==> src/common/pcs_pkg.sv <==
// Package with constants and types for the program counter and return stack
package pcs_pkg;
	localparam int PC_W          = 13;
	localparam int LOW_W         = 8;
	localparam int HIGH_W        = 5;
	localparam int LATCH_W       = 8;
	localparam int BRANCH_W      = 11;
	localparam int STACK_DEPTH   = 8;
	localparam int SP_W          = 3;
	localparam int PAGE_LSB      = 3;
	localparam int PAGE_MSB      = 4;
	localparam logic [12:0] PC_RESET_VAL  = 13'h0000;
	localparam logic [12:0] IRQ_VECTOR    = 13'h0004;
	localparam logic [7:0]  LATCH_RESET   = 8'h00;
	localparam logic [2:0]  SP_RESET      = 3'h0;

	// Sequencing operations requested by the decoder
	typedef enum logic [2:0] {
		PCS_OP_NEXT,
		PCS_OP_JUMP,
		PCS_OP_CALL,
		PCS_OP_RET,
		PCS_OP_IRQ,
		PCS_OP_LOWWR,
		PCS_OP_HOLD
	} pcs_op_t;
endpackage : pcs_pkg

==> src/common/pcs_stack_if.sv <==
// Interface between the sequencer and the return-address stack
`timescale 1ns/1ps
`default_nettype none
interface pcs_stack_if;
	import pcs_pkg::*;
	logic              push;
	logic              pop;
	logic [PC_W-1:0]   push_data;
	logic [PC_W-1:0]   top_data;
	modport seq (output push, output pop, output push_data, input top_data);
	modport stk (input push, input pop, input push_data, output top_data);
endinterface : pcs_stack_if
`default_nettype wire

==> src/logic/pcs_sequencer.sv <==
// Program counter sequencer with upper-address latch and return stack
`timescale 1ns/1ps
`default_nettype none
module pcs_sequencer
	import pcs_pkg::*;
(
	// Clock and reset (any reset source, combined active low)
	input  wire logic                  clk,
	input  wire logic                  rst_n,
	// Decoder request, one per executed instruction
	input  wire logic                  step,
	input  wire pcs_op_t               op,
	input  wire logic [BRANCH_W-1:0]   branch_addr,
	input  wire logic [LOW_W-1:0]      low_wr_data,
	// Upper-address latch write
	input  wire logic                  latch_wr,
	input  wire logic [LATCH_W-1:0]    latch_wr_data,
	// Sleep and wake
	input  wire logic                  wake_irq,
	input  wire logic                  global_interrupt_enable,
	// Visible state
	output logic      [PC_W-1:0]       fetch_addr,
	output logic      [LOW_W-1:0]      counter_low_byte,
	output logic      [LATCH_W-1:0]    upper_address_latch
);
	logic [PC_W-1:0]    pc_reg;
	logic [PC_W-1:0]    pc_next;
	logic [LATCH_W-1:0] latch_reg;
	logic               vec_pend_reg;
	logic               vec_pend_next;
	logic [PC_W-1:0]    pc_inc;
	logic [PC_W-1:0]    pc_abs;
	logic [PC_W-1:0]    pc_low;
	logic               do_vector;
	pcs_op_t            eff_op;

	pcs_stack_if sif ();

	// Return stack instance
	pcs_stack u_stack (
		.clk   (clk),
		.rst_n (rst_n),
		.sif   (sif.stk)
	);

	// Candidate next addresses
	assign pc_inc = PC_W'(pc_reg + 13'h0001);
	assign pc_abs = {latch_reg[PAGE_MSB:PAGE_LSB], branch_addr};
	assign pc_low = {latch_reg[HIGH_W-1:0], low_wr_data};
	// A pending wake vector overrides the first step after the wake, pushing that word's address
	assign do_vector = step && vec_pend_reg;
	assign eff_op = do_vector ? PCS_OP_IRQ : op;

	// Stack controls; vectoring pushes the address of the current word
	assign sif.push = step && ((eff_op == PCS_OP_CALL) || (eff_op == PCS_OP_IRQ));
	assign sif.pop = step && (eff_op == PCS_OP_RET);
	assign sif.push_data = (eff_op == PCS_OP_IRQ) ? pc_reg : pc_inc;

	// Next counter selection
	always_comb begin
		pc_next = pc_reg;
		if (step) begin
			case (eff_op)
				PCS_OP_NEXT:  pc_next = pc_inc;
				PCS_OP_JUMP:  pc_next = pc_abs;
				PCS_OP_CALL:  pc_next = pc_abs;
				PCS_OP_RET:   pc_next = sif.top_data;
				PCS_OP_IRQ:   pc_next = IRQ_VECTOR;
				PCS_OP_LOWWR: pc_next = pc_low;
				PCS_OP_HOLD:  pc_next = pc_reg;
				default:      pc_next = pc_inc;
			endcase
		end
	end

	// Wake vector pending: set on a wake with global_interrupt_enable high, cleared once taken
	assign vec_pend_next = (wake_irq && global_interrupt_enable) ? 1'b1 :
		(do_vector ? 1'b0 : vec_pend_reg);

	// Program counter, cleared by every reset
	always_ff @(posedge clk or negedge rst_n) begin
		if (!rst_n) begin
			pc_reg <= PC_RESET_VAL;
		end else begin
			pc_reg <= pc_next;
		end
	end

	// Latch written only by software; stack traffic never touches it
	always_ff @(posedge clk or negedge rst_n) begin
		if (!rst_n) begin
			latch_reg <= LATCH_RESET;
		end else if (latch_wr) begin
			latch_reg <= latch_wr_data;
		end
	end

	// Pending vector flag
	always_ff @(posedge clk or negedge rst_n) begin
		if (!rst_n) begin
			vec_pend_reg <= 1'b0;
		end else begin
			vec_pend_reg <= vec_pend_next;
		end
	end

	// Outputs; only the low byte is visible to software
	assign fetch_addr = pc_reg;
	assign counter_low_byte = pc_reg[LOW_W-1:0];
	assign upper_address_latch = latch_reg;

	// Checks
	chk_inc_default: assert property (@(posedge clk) disable iff (!rst_n)
		step && !vec_pend_reg && op == PCS_OP_NEXT |=> pc_reg == $past(pc_reg) + 13'h0001)
		else $error("counter did not advance by one");
	chk_low_write: assert property (@(posedge clk) disable iff (!rst_n)
		step && !vec_pend_reg && op == PCS_OP_LOWWR
		|=> pc_reg == {$past(latch_reg[4:0]), $past(low_wr_data)})
		else $error("low byte write did not load upper bits from latch");
	chk_abs_branch: assert property (@(posedge clk) disable iff (!rst_n)
		step && !vec_pend_reg && (op == PCS_OP_JUMP || op == PCS_OP_CALL)
		|=> pc_reg == {$past(latch_reg[4:3]), $past(branch_addr)})
		else $error("absolute branch address wrong");
	chk_call_return: assert property (@(posedge clk) disable iff (!rst_n)
		step && !vec_pend_reg && op == PCS_OP_CALL
		##1 step && !vec_pend_reg && op == PCS_OP_RET
		|=> pc_reg == $past(pc_reg, 2) + 13'h0001)
		else $error("return did not restore address after call");
	chk_latch_stable: assert property (@(posedge clk) disable iff (!rst_n)
		!latch_wr |=> $stable(latch_reg))
		else $error("latch changed without a write");
	chk_hold_stable: assert property (@(posedge clk) disable iff (!rst_n)
		!step |=> $stable(pc_reg))
		else $error("counter moved without a step");
	chk_wake_vector: assert property (@(posedge clk) disable iff (!rst_n)
		vec_pend_reg && step |=> pc_reg == IRQ_VECTOR ##0 !vec_pend_reg || $past(wake_irq))
		else $error("wake vector not loaded after post-sleep word");
	chk_irq_push: assert property (@(posedge clk) disable iff (!rst_n)
		step && vec_pend_reg ##1 step && !vec_pend_reg && op == PCS_OP_RET
		|=> pc_reg == $past(pc_reg, 2))
		else $error("interrupt return address wrong");

	// Decoded requests seen by the checks; a pending vector masks the op
	logic               plain_step;
	logic               req_next;
	logic               req_jump;
	logic               req_call;
	logic               req_ret;
	logic               req_irq;
	logic               req_lowwr;
	logic               req_hold;
	logic               wake_take;
	assign plain_step = step && !vec_pend_reg;
	assign req_next   = plain_step && (op == PCS_OP_NEXT);
	assign req_jump   = plain_step && (op == PCS_OP_JUMP);
	assign req_call   = plain_step && (op == PCS_OP_CALL);
	assign req_ret    = plain_step && (op == PCS_OP_RET);
	assign req_irq    = plain_step && (op == PCS_OP_IRQ);
	assign req_lowwr  = plain_step && (op == PCS_OP_LOWWR);
	assign req_hold   = plain_step && (op == PCS_OP_HOLD);
	assign wake_take  = step && vec_pend_reg;

	// Stack traffic per request kind
	chk_next_no_stack: assert property (@(posedge clk) disable iff (!rst_n)
		req_next
		|-> !sif.push && !sif.pop)
		else $error("plain step touched the stack");
	chk_lowwr_no_stack: assert property (@(posedge clk) disable iff (!rst_n)
		req_lowwr
		|-> !sif.push && !sif.pop)
		else $error("low byte write touched the stack");
	chk_jump_no_stack: assert property (@(posedge clk) disable iff (!rst_n)
		req_jump
		|-> !sif.push && !sif.pop)
		else $error("jump touched the stack");
	chk_hold_no_stack: assert property (@(posedge clk) disable iff (!rst_n)
		req_hold
		|-> !sif.push && !sif.pop)
		else $error("hold touched the stack");
	chk_idle_no_stack: assert property (@(posedge clk) disable iff (!rst_n)
		!step
		|-> !sif.push && !sif.pop)
		else $error("stack moved without a step");
	chk_call_push: assert property (@(posedge clk) disable iff (!rst_n)
		req_call
		|-> sif.push && !sif.pop
			&& sif.push_data == pc_reg + 13'h0001)
		else $error("call did not push the next address");
	chk_irq_op_push: assert property (@(posedge clk) disable iff (!rst_n)
		req_irq
		|-> sif.push && !sif.pop
			&& sif.push_data == pc_reg)
		else $error("interrupt did not push the current address");
	chk_wake_push: assert property (@(posedge clk) disable iff (!rst_n)
		wake_take
		|-> sif.push && !sif.pop
			&& sif.push_data == pc_reg)
		else $error("wake vector did not push the current address");
	chk_ret_pop: assert property (@(posedge clk) disable iff (!rst_n)
		req_ret
		|-> sif.pop && !sif.push)
		else $error("return did not pop the stack");
	chk_call_top: assert property (@(posedge clk) disable iff (!rst_n)
		req_call
		|=> sif.top_data == $past(pc_reg) + 13'h0001)
		else $error("stack top wrong after call");
	chk_irq_top: assert property (@(posedge clk) disable iff (!rst_n)
		req_irq || wake_take
		|=> sif.top_data == $past(pc_reg))
		else $error("stack top wrong after vectoring");
	chk_top_untouched: assert property (@(posedge clk) disable iff (!rst_n)
		req_next || req_jump || req_lowwr || req_hold
		|=> $stable(sif.top_data))
		else $error("stack top changed without stack traffic");

	// Counter loading
	chk_ret_reload: assert property (@(posedge clk) disable iff (!rst_n)
		req_ret
		|=> pc_reg == $past(sif.top_data))
		else $error("return did not reload the whole counter");
	chk_irq_target: assert property (@(posedge clk) disable iff (!rst_n)
		req_irq
		|=> pc_reg == IRQ_VECTOR)
		else $error("interrupt did not load the vector");
	chk_hold_keep: assert property (@(posedge clk) disable iff (!rst_n)
		req_hold
		|=> $stable(pc_reg))
		else $error("hold moved the counter");
	chk_high_from_latch: assert property (@(posedge clk) disable iff (!rst_n)
		req_lowwr
		|=> pc_reg[12:8] == $past(latch_reg[4:0]))
		else $error("upper counter bits not taken from latch");
	chk_page_offset: assert property (@(posedge clk) disable iff (!rst_n)
		req_jump || req_call
		|=> pc_reg[10:0] == $past(branch_addr))
		else $error("branch offset not taken from instruction");
	chk_low_byte_load: assert property (@(posedge clk) disable iff (!rst_n)
		req_lowwr
		|=> counter_low_byte == $past(low_wr_data))
		else $error("written low byte not visible");
	chk_upper_kept: assert property (@(posedge clk) disable iff (!rst_n)
		req_next && pc_reg[7:0] != 8'hFF
		|=> pc_reg[12:8] == $past(pc_reg[12:8]))
		else $error("upper bits moved without a carry");

	// Latch ownership
	chk_latch_load: assert property (@(posedge clk) disable iff (!rst_n)
		latch_wr
		|=> latch_reg == $past(latch_wr_data))
		else $error("latch write not taken");
	chk_stack_latch: assert property (@(posedge clk) disable iff (!rst_n)
		(sif.push || sif.pop) && !latch_wr
		|=> $stable(latch_reg))
		else $error("stack traffic changed the latch");

	// Wake vector bookkeeping
	chk_pend_set: assert property (@(posedge clk) disable iff (!rst_n)
		wake_irq && global_interrupt_enable
		|=> vec_pend_reg)
		else $error("enabled wake did not arm the vector");
	chk_pend_quiet: assert property (@(posedge clk) disable iff (!rst_n)
		wake_irq && !global_interrupt_enable && !vec_pend_reg
		|=> !vec_pend_reg)
		else $error("disabled wake armed the vector");
	chk_pend_keep: assert property (@(posedge clk) disable iff (!rst_n)
		vec_pend_reg && !step
		|=> vec_pend_reg)
		else $error("armed vector lost before a step");
	chk_pend_clear: assert property (@(posedge clk) disable iff (!rst_n)
		wake_take && !(wake_irq && global_interrupt_enable)
		|=> !vec_pend_reg)
		else $error("armed vector not cleared once taken");

	// Reset state, while reset is held and at release
	chk_reset_state: assert property (@(posedge clk)
		!rst_n && $past(!rst_n)
		|-> pc_reg == PC_RESET_VAL && latch_reg == LATCH_RESET
			&& !vec_pend_reg)
		else $error("state not cleared while reset held");
	chk_release_zero: assert property (@(posedge clk)
		$rose(rst_n) |-> pc_reg == PC_RESET_VAL)
		else $error("counter not zero at reset release");
endmodule : pcs_sequencer
`default_nettype wire

==> src/logic/pcs_stack_entry.sv <==
// One 13-bit entry of the return-address stack
`timescale 1ns/1ps
`default_nettype none
module pcs_stack_entry
	import pcs_pkg::*;
(
	// Clock and reset
	input  wire logic            clk,
	input  wire logic            rst_n,
	// Write port
	input  wire logic            wr_en,
	input  wire logic [PC_W-1:0] wr_data,
	// Stored value
	output logic      [PC_W-1:0] value
);
	logic [PC_W-1:0] value_reg;

	// Entry storage, cleared at reset
	always_ff @(posedge clk or negedge rst_n) begin
		if (!rst_n) begin
			value_reg <= PC_RESET_VAL;
		end else if (wr_en) begin
			value_reg <= wr_data;
		end
	end

	assign value = value_reg;
endmodule : pcs_stack_entry
`default_nettype wire

==> src/logic/pcs_stack.sv <==
// Eight-level circular return-address stack
`timescale 1ns/1ps
`default_nettype none
module pcs_stack
	import pcs_pkg::*;
(
	// Clock and reset
	input  wire logic  clk,
	input  wire logic  rst_n,
	// Sequencer side
	pcs_stack_if.stk   sif
);
	logic [SP_W-1:0] sp_reg;
	logic [SP_W-1:0] sp_next;
	logic [SP_W-1:0] top_idx;
	logic [PC_W-1:0] entry_val [STACK_DEPTH];

	// Pointer wraps freely; no overflow or underflow flags
	assign sp_next = sif.push ? SP_W'(sp_reg + 3'h1) :
		sif.pop ? SP_W'(sp_reg - 3'h1) : sp_reg;
	assign top_idx = SP_W'(sp_reg - 3'h1);
	assign sif.top_data = entry_val[top_idx];

	// Hidden pointer, not visible to software
	always_ff @(posedge clk or negedge rst_n) begin
		if (!rst_n) begin
			sp_reg <= SP_RESET;
		end else begin
			sp_reg <= sp_next;
		end
	end

	// Entries; a ninth push overwrites the first
	for (genvar i = 0; i < STACK_DEPTH; i++) begin : g_entry
		pcs_stack_entry u_entry (
			.clk     (clk),
			.rst_n   (rst_n),
			.wr_en   (sif.push && (sp_reg == SP_W'(i))),
			.wr_data (sif.push_data),
			.value   (entry_val[i])
		);
	end

	// Checks; pointer moves silently in both directions
	chk_ptr_push: assert property (@(posedge clk) disable iff (!rst_n)
		sif.push |=> sp_reg == $past(sp_reg) + 3'h1)
		else $error("stack pointer did not advance on push");
	chk_ptr_pop: assert property (@(posedge clk) disable iff (!rst_n)
		sif.pop && !sif.push |=> sp_reg == $past(sp_reg) - 3'h1)
		else $error("stack pointer did not retreat on pop");
	chk_wrap_first: assert property (@(posedge clk) disable iff (!rst_n)
		sif.push && sp_reg == 3'h0 |=> entry_val[0] == $past(sif.push_data))
		else $error("push at slot zero not stored there");
endmodule : pcs_stack
`default_nettype wire

==> config.mk <==
export PLATFORM = sky130hd
export DESIGN_NAME = pcs_sequencer
export DESIGN_NICKNAME = d
export VERILOG_FILES = /design/src/common/pcs_pkg.sv /design/src/common/pcs_stack_if.sv /design/src/logic/pcs_sequencer.sv /design/src/logic/pcs_stack_entry.sv /design/src/logic/pcs_stack.sv
export SDC_FILE = /design/constraint.sdc
export NUM_CORES = 1
export LEC_CHECK = 0
export CORE_ASPECT_RATIO = 0.7
export CORE_MARGIN = 10
export CORE_UTILIZATION = 58
export DETAILED_ROUTE_END_ITERATION = 7
export DONT_BUFFER_PORTS = 1
export PLACE_DENSITY = 0.76
export SYNTH_ARGS = -nofsm -noshare
export SYNTH_HDL_FRONTEND = slang
export SYNTH_HIERARCHICAL = 1
export SYNTH_SLANG_ARGS = --single-unit
==> constraint.sdc <==
create_clock -name clk -period 2.92 [get_ports clk]
set_input_delay 0.584 -clock clk [delete_from_list [all_inputs] [get_ports clk]]
set_output_delay 0.584 -clock clk [all_outputs]
set_load 0.01 [all_outputs]
# Word level (Yosys, flattened, before mapping)
# Index checks and enable logic that the tools add are counted.
[totals]
register_bits = 129
wordCells = 59
[classes]
n_addsub = 3
n_lt_le_gt_ge = 1
eq_ne = 13
mux = 10
bitwise = 2
n_reduce_logical = 18
[op_table]
columns = ["cell", "count"]
rows = [
  ["$pmux 13 s5", 1],
  ["$bmux 13 s3", 1],
  ["$mux 13", 3],
  ["$eq 3x3->1 const B", 7],
  ["$add 13x1->13 const B", 1],
  ["$eq 3x2->1 const B", 4],
  ["$logic_and 1x1->1", 12],
  ["$mux 3", 3],
  ["$eq 3x1->1 const B", 2],
  ["$ge 4x4->1 const B", 1],
  ["$not 3->4", 1],
  ["$reduce_bool 2->1", 2],
  ["$add 3x1->3 const B", 1],
  ["$logic_not 3->1", 1],
  ["$sub 3x1->3 const B", 1],
  ["$mux 1", 2],
  ["$reduce_and 2->1", 1],
  ["$reduce_or 2->1", 1],
  ["$logic_or 1x1->1", 1],
  ["$not 1->1", 1],
]

# Longest topological paths before layout
# Gate-level depths: netlist of the first run.
[depth]
depth_word = 6
ltp_mapped = 14
ltp_nobuf = 10

# By module
# The synthesis of the first run kept the hierarchy.
[by_module_without_submodules]
columns = ["module", "n_inst", "cells_per_inst", "area_each_um2", "seq_area_each_um2"]
rows = [
  ["pcs_stack_entry", 8, 27, 520.5, 325.3],
  ["pcs_sequencer", 1, 224, 1905.6, 550.5],
  ["pcs_stack", 1, 167, 1361.3, 75.1],
]

# Least setup slack after synthesis of the first run
# Ideal clock, no wire load.
[synth_path]
kind = "flip-flop to flip-flop"
start = "reg u_stack.sp_reg[0]"
end = "reg pc_reg[9], in the netlist fetch_addr[9]"
setup_time_ns = 0.121
arrival_time_ns = 2.724
setup_slack_ns = 0.075
stages_incl_launch_ff = 15
cell_sequence = "dfrtp_1 buf_4 buf_6 clkbuf_1 inv_1 ha_1 xor2_2 buf_4 a2111oi_0 nor4_1 a21oi_1 o22ai_1 o21ai_0 a31oi_1 o22a_1"
[synth_between]
elab_chain_len = 6
[synth_rtl]
columns = ["item", "line", "source"]
rows = [
  ["start: declaration", "pcs_stack.sv:13", "logic [SP_W-1:0] sp_reg;"],
  ["start signal: assignment", "pcs_stack.sv:29", "sp_reg <= sp_next;"],
  ["$sub 3x1->3", "pcs_stack.sv:21", "assign top_idx = SP_W'(sp_reg - 3'h1);"],
  ["$not 3->4 (not written as such)", "pcs_stack.sv:22", "assign sif.top_data = entry_val[top_idx];"],
  ["$bmux 13 s3", "pcs_stack.sv:22", ""],
  ["$mux 13 (not written as such) (2 in a row)", "pcs_stack.sv:22", ""],
  ["named net sif.top_data[9]", "pcs_stack_if.sv:9", "logic [PC_W-1:0] top_data;"],
  ["$pmux 13 s5", "pcs_sequencer.sv:63", "case (eff_op)"],
  ["end signal: assignment", "pcs_sequencer.sv:85", "pc_reg <= pc_next;"],
  ["end: declaration", "pcs_sequencer.sv:26", "logic [PC_W-1:0] pc_reg;"],
]
# The timed path passes the listed nets, and every way through them passes these cells. The select of a mux whose other input is x is not followed.
# A chain may end at the register's enable or synchronous reset.

# Worst setup path after layout of the first run
[layout_path]
start = "reg u_stack.sp_reg[1]"
end = "reg pc_reg[4], in the netlist fetch_addr[4]"
# Same word-level chain as after synthesis.

==> metrics.cfg, run 1 <==
[status]
status=finished, violations left
violations=negative hold slack

[placed_design]
portBuffers=0
place.gp.congestion=0.903
hpwl_um=12100

[critical_path]
required_ns=3.27
rr_worst_depth=9
crit_cells=9
cp_max_fo=11
cp-start-kind=register
slowest_delay_ns=0.71
critical_path_buf_inv_count=2
path_delay_family=simple AND/OR/NAND/NOR gates
critical_path_arrival_ns=3.23
cp_cell_sequence=inv_1 -> ha_2 -> xnor2_2 -> buf_4 -> a2111oi_0 -> nor4_1 -> a211oi_1 -> o211ai_1 -> o21a_1
crit_type=register to register
end_kind=register
crit_slowest_cell=nor4_1

[detailed_routing]
vias=5014
route.detailed.drc=0
wl_per_cell_um=23.8
ant_nets=0
drtIter0Drc=535
via_per_inst=6.44
first_pass_iters=5
routed_wirelength_um=18500

[die]
die_w_um=155
die_h_um=115
die-area_sq_um=17800
core_sq_um=12500
initial_core_util_pct=59.6
num_rows=34
io_pins=65

[global_route]
grt_pass1_vias=5289
grt_overflow=0
grt_first_pass_wirelength_um=29500
track_usage_pct=20.7
grt_max_degree=130
antenna_found_initial=0

[yosys]
synth_fp_nets=651
yosysWarnings=6
ys_ff_latch=129
syn_area_sq_um=7430
async_reset_ff_share_pct=100
synth_top_area_share_pct=43.4
synth-edff-count=0
yosys-top-cells-area=dfrtp_1, mux2_4, mux2_2
synthCells=607
synth_ff_type=dfrtp_1
synth_seq_area_share_pct=43.4
yosys.area.top_type=dfrtp_1
synthDistinctLibCells=63
syn_avg_cell_area_sq_um=12.2

[power]
peakVddDrop_mv=0.741
total_power_mw=9.30
p_per_area_nw_per_um2=1150
p_leak_nw=3.64

[final_layout]
syn2layout_area_growth_pct=8.82
layout-drive-gt1-share_pct=32.4
diodes=0
post-route-util_pct=64.9
final_cell_mix=dfrtp_1, mux2_4, mux2_2, mux2i_1, nand2_1
layout_commonest_cell=dfrtp_1
nets=649
largest_reg_flops=104

[sta]
finalMaxSlewViolations=0
setup_tns_ns=0
min_period_over_period_pct=98.5
rsz0062_at_grt=false
setup_viol=0
hold_violations=129
fmax_mhz=348
relSlewSlack_pct=45.2
clock_skew_ns=0.00722
holdWs_ns=-0.129
period_needed_ns=2.88
tightest_slew_ns=0.815

[clock_tree]
htreeDepth=4
cts_tree=yes
clock_latency_ns=0.42
clk_pin_slew_ns=0.06
cts_root_buffer=clkbuf_16
cts.sinks=129
cts_buffer_depth=2
cts_buffers=17

[run]
maxCapViolations=0

[worst_hold_path]
hold_class=input port to asynchronous set/reset pin

-- worst register-to-register path: cells and delay by family, from the launching register on --
kind / cells / cell delay, ns
AND/OR/NAND/NOR: 1 / 0.71
AO/OA/AOI/OAI: 4 / 0.61
XOR/XNOR: 1 / 0.49
flip-flops: 1 / 0.39
buffers and inverters: 2 / 0.39
adder cells (fa/ha/maj): 1 / 0.23
-- repair_timing --
item,4_1_cts,5_1_grt
setup buffers,0,0
setup endpoints to repair,0,1
resized for setup,0,1
hold endpoints to repair,129,129
-- area by class of cell --
class                      count  area [sq um]
clock buffer                  20           467
clock inverter                11           130
fill                         906          4380
inverter                       9          33.8
multi-input combinational    421          3800
sequential                   129          3230
tap                          162           203
timing repair buffer          27           228
-- power by group --
part	internal [mW]	leakage, nW	total [mW]	switching [mW]
logic	2.05	1.76	4.02	1.97
clock network	1.33	0.281	2.15	0.821
registers	2.55	1.60	3.13	0.587
-- cell usage after synthesis, drive strengths merged (13+ instances only) --
| cell type | instances |
|---|---|
| nor4 | 13 |
| nor2 | 16 |
| o21ai | 13 |
| mux2i | 33 |
| nand2 | 30 |
| dfrtp | 129 |
| and3 | 38 |
| buf | 32 |
| nor2b | 21 |
| mux2 | 115 |
| xnor2 | 14 |
| clkbuf | 15 |
| a2111oi | 26 |
-- metal layers --
layer,routed length [um],track usage (%),share of wire (%),vias to the layer above
met5,0,0,0,-
met4,311,6.84,1.7,0
met3,1240,5.52,6.7,31
met2,8630,32.3,47,203
met1,8360,27.6,45,2557
li1,-,-,-,2223
-- stage by stage --
step,setup WS [ns],instances,area [sq um]
finish,0.0431,779,8090
global route,0.0385,779,8090
CTS,0.181,779,8080
detailed placement,0.194,748,7490
global placement,0.320,748,7490
floorplan,0.0746,607,7430
-- path summary, 6_finish.rpt --
path	from	endpoint	slack, ns
min in group clk	step	vec_pend_reg$_DFFE_PN0P_	0.28
max in group asynchronous	rst_n	u_stack/g_entry[5].u_entry/value[5]$_DFFE_PN0P_	2.80
worst max register to register	u_stack/sp_reg[1]$_DFFE_PN0P_	fetch_addr[4]$_DFFE_PN0P_	0.04
worst max-delay path	u_stack/sp_reg[1]$_DFFE_PN0P_	fetch_addr[4]$_DFFE_PN0P_	0.04
worst min-delay path	rst_n	u_stack/g_entry[5].u_entry/value[0]$_DFFE_PN0P_	-0.13
worst min register to register	u_stack/g_entry[7].u_entry/value[0]$_DFFE_PN0P_	u_stack/g_entry[7].u_entry/value[0]$_DFFE_PN0P_	0.50
-- kinds of logic after synthesis --
family / count (synthesis) / synth area share (%)
AND/OR/NAND/NOR: 161 / 12.8
adder cells (fa/ha/maj): 8 / 1.35
flip-flops: 129 / 43.4
buffers and inverters: 57 / 5.51
XOR/XNOR: 17 / 2.21
multiplexers: 148 / 25.9
AO/OA/AOI/OAI: 87 / 8.82
No activity file was read; power rests on OpenSTA's default activity.
==> run 2, diff against run 1 <==
--- a/config.mk
+++ b/config.mk
@@ -7,7 +7,7 @@
 export LEC_CHECK = 0
 export CORE_ASPECT_RATIO = 0.7
 export CORE_MARGIN = 10
-export CORE_UTILIZATION = 58
+export CORE_UTILIZATION = 60
 export DETAILED_ROUTE_END_ITERATION = 7
 export DONT_BUFFER_PORTS = 1
 export PLACE_DENSITY = 0.76
==> constraint.sdc (replaced) <==
create_clock -name clk -period 3.7 [get_ports clk]
set_input_delay 0.74 -clock clk [delete_from_list [all_inputs] [get_ports clk]]
set_output_delay 0.74 -clock clk [all_outputs]
set_load 0.01 [all_outputs]
==> metrics.cfg, run 2 (synthesis results as in run 1) <==
[sta]
fin_ws_ns=0.668
rsz0062_at_grt=false
setup_viol=0
clock_skew_ns=0.0122
hold_violations=0
tightest_slew_ns=1.01
period_needed_ns=3.03
min_period_over_period_pct=82.0
fmax_mhz=330
relSlewSlack_pct=32.1
finalMaxSlewViolations=0
holdWs_ns=0.0159
setup_tns_ns=0

[critical_path]
required_ns=4.06
cp_max_fo=17
cp_cell_sequence=inv_1 -> ha_1 -> xor2_2 -> buf_4 -> a2111oi_0 -> nor4_1 -> o221ai_1 -> o21a_1 -> a311oi_1 -> o22a_1
end_kind=register
regToRegSetupSlack_ns=0.67
crit_type=register to register
critical_path_arrival_ns=3.39
crit_slowest_cell=xor2_2
cp-start-kind=register
slowest_delay_ns=0.66

[placed_design]
pre_cts_ws_ns=0.736
portBuffers=0
hpwl_um=12200
place.gp.congestion=0.924
place_area_sq_um=7370

[global_route]
antenna_found_initial=0
grt_pass1_vias=5298
track_usage_pct=21.4
grt_first_pass_wirelength_um=30000
grt_max_degree=130
grt_overflow=0

[status]
status=complete, no violations

[die]
die_h_um=113
num_rows=33
io_pins=65
die_w_um=153
die-area_sq_um=17300
core_sq_um=11900
initial_core_util_pct=62.5

[final_layout]
fin_area_sq_um=7920
fill_cells=882
layout-drive-gt1-share_pct=30.3
final_cell_mix=dfrtp_1, mux2_4, mux2_2, mux2i_1, nand2_1
nets=637
layout_commonest_cell=dfrtp_1
largest_reg_flops=104
syn2layout_area_growth_pct=6.55

[detailed_routing]
drtIter0Drc=666
ant_nets=0
route.detailed.drc=0
wl_per_cell_um=24.5
via_per_inst=6.71
routed_wirelength_um=18700
first_pass_iters=5
vias=5114

[clock_tree]
post-cts-setup-buffers=0
cts.sinks=129
cts_tree=yes
cts_resized=0
cts_buffer_depth=2
htreeDepth=4
cts_buffers=17
cts_root_buffer=clkbuf_16
clock_latency_ns=0.42
clk_pin_slew_ns=0.06
hold_buffers=0

[power]
p_leak_nw=3.56
total_power_mw=7.10
peakVddDrop_mv=0.515
p_per_area_nw_per_um2=897

[worst_hold_path]
hold_class=input port to asynchronous set/reset pin

[run]
maxCapViolations=0

-- run 2: report_power, final --
group | total, mW | leakage, nW | internal [mW] | switching [mW]
registers | 2.49 | 1.60 | 2.01 | 0.475
clock network | 1.58 | 0.272 | 0.982 | 0.593
logic | 3.04 | 1.69 | 1.55 | 1.49
-- run 2: worst max-delay path, delay by kind of cell, from the launching register on --
kind,cells,cell delay [ns]
XOR/XNOR,1,0.66
flip-flops,1,0.42
buffers and inverters,2,0.42
adder cells (fa/ha/maj),1,0.31
AND/OR/NAND/NOR,1,0.35
AO/OA/AOI/OAI,5,0.81
-- run 2: layout make-up --
type,instances,area [sq um],area share [%]
Sequential cell,129,3230,40.8
Multi-Input combinational cell,421,3790,47.9
Antenna cell,1,2.50,0.0316
Clock buffer,24,492,6.21
Timing Repair Buffer,15,113,1.42
Clock inverter,6,57.6,0.727
Tap cell,157,196,2.48
Inverter,9,33.8,0.427
-- run 2: worst paths after layout --
path,cells past startpoint,end,startpoint
max,10,fetch_addr[12]$_DFFE_PN0P_,u_stack/sp_reg[1]$_DFFE_PN0P_
min,0,u_stack/g_entry[4].u_entry/value[4]$_DFFE_PN0P_,rst_n
max reg2reg,10,fetch_addr[12]$_DFFE_PN0P_,u_stack/sp_reg[1]$_DFFE_PN0P_
min reg2reg,1,u_stack/g_entry[7].u_entry/value[10]$_DFFE_PN0P_,u_stack/g_entry[7].u_entry/value[10]$_DFFE_PN0P_
max in group asynchronous,0,u_stack/sp_reg[0]$_DFFE_PN0P_,rst_n
min in group clk,1,vec_pend_reg$_DFFE_PN0P_,step
-- run 2: stage by stage --
step | cells | utilization, %
after floorplan | 607 | -
after global placement | 731 | 61.9
after detailed placement | 731 | 61.9
after CTS | 761 | 66.6
after global routing | 761 | 66.6
final | 762 | 66.6
-- run 2: per-layer routing --
| layer | share of wire [%] | vias to the layer above | GRT usage [%] | wire (um) |
|---|---|---|---|---|
| li1 | - | 2202 | - | - |
| met1 | 46 | 2632 | 29.2 | 8490 |
| met2 | 45 | 245 | 32.1 | 8340 |
| met3 | 7.8 | 35 | 6.05 | 1460 |
| met4 | 1.9 | 0 | 7.41 | 350 |
| met5 | 0 | - | 0 | 0 |
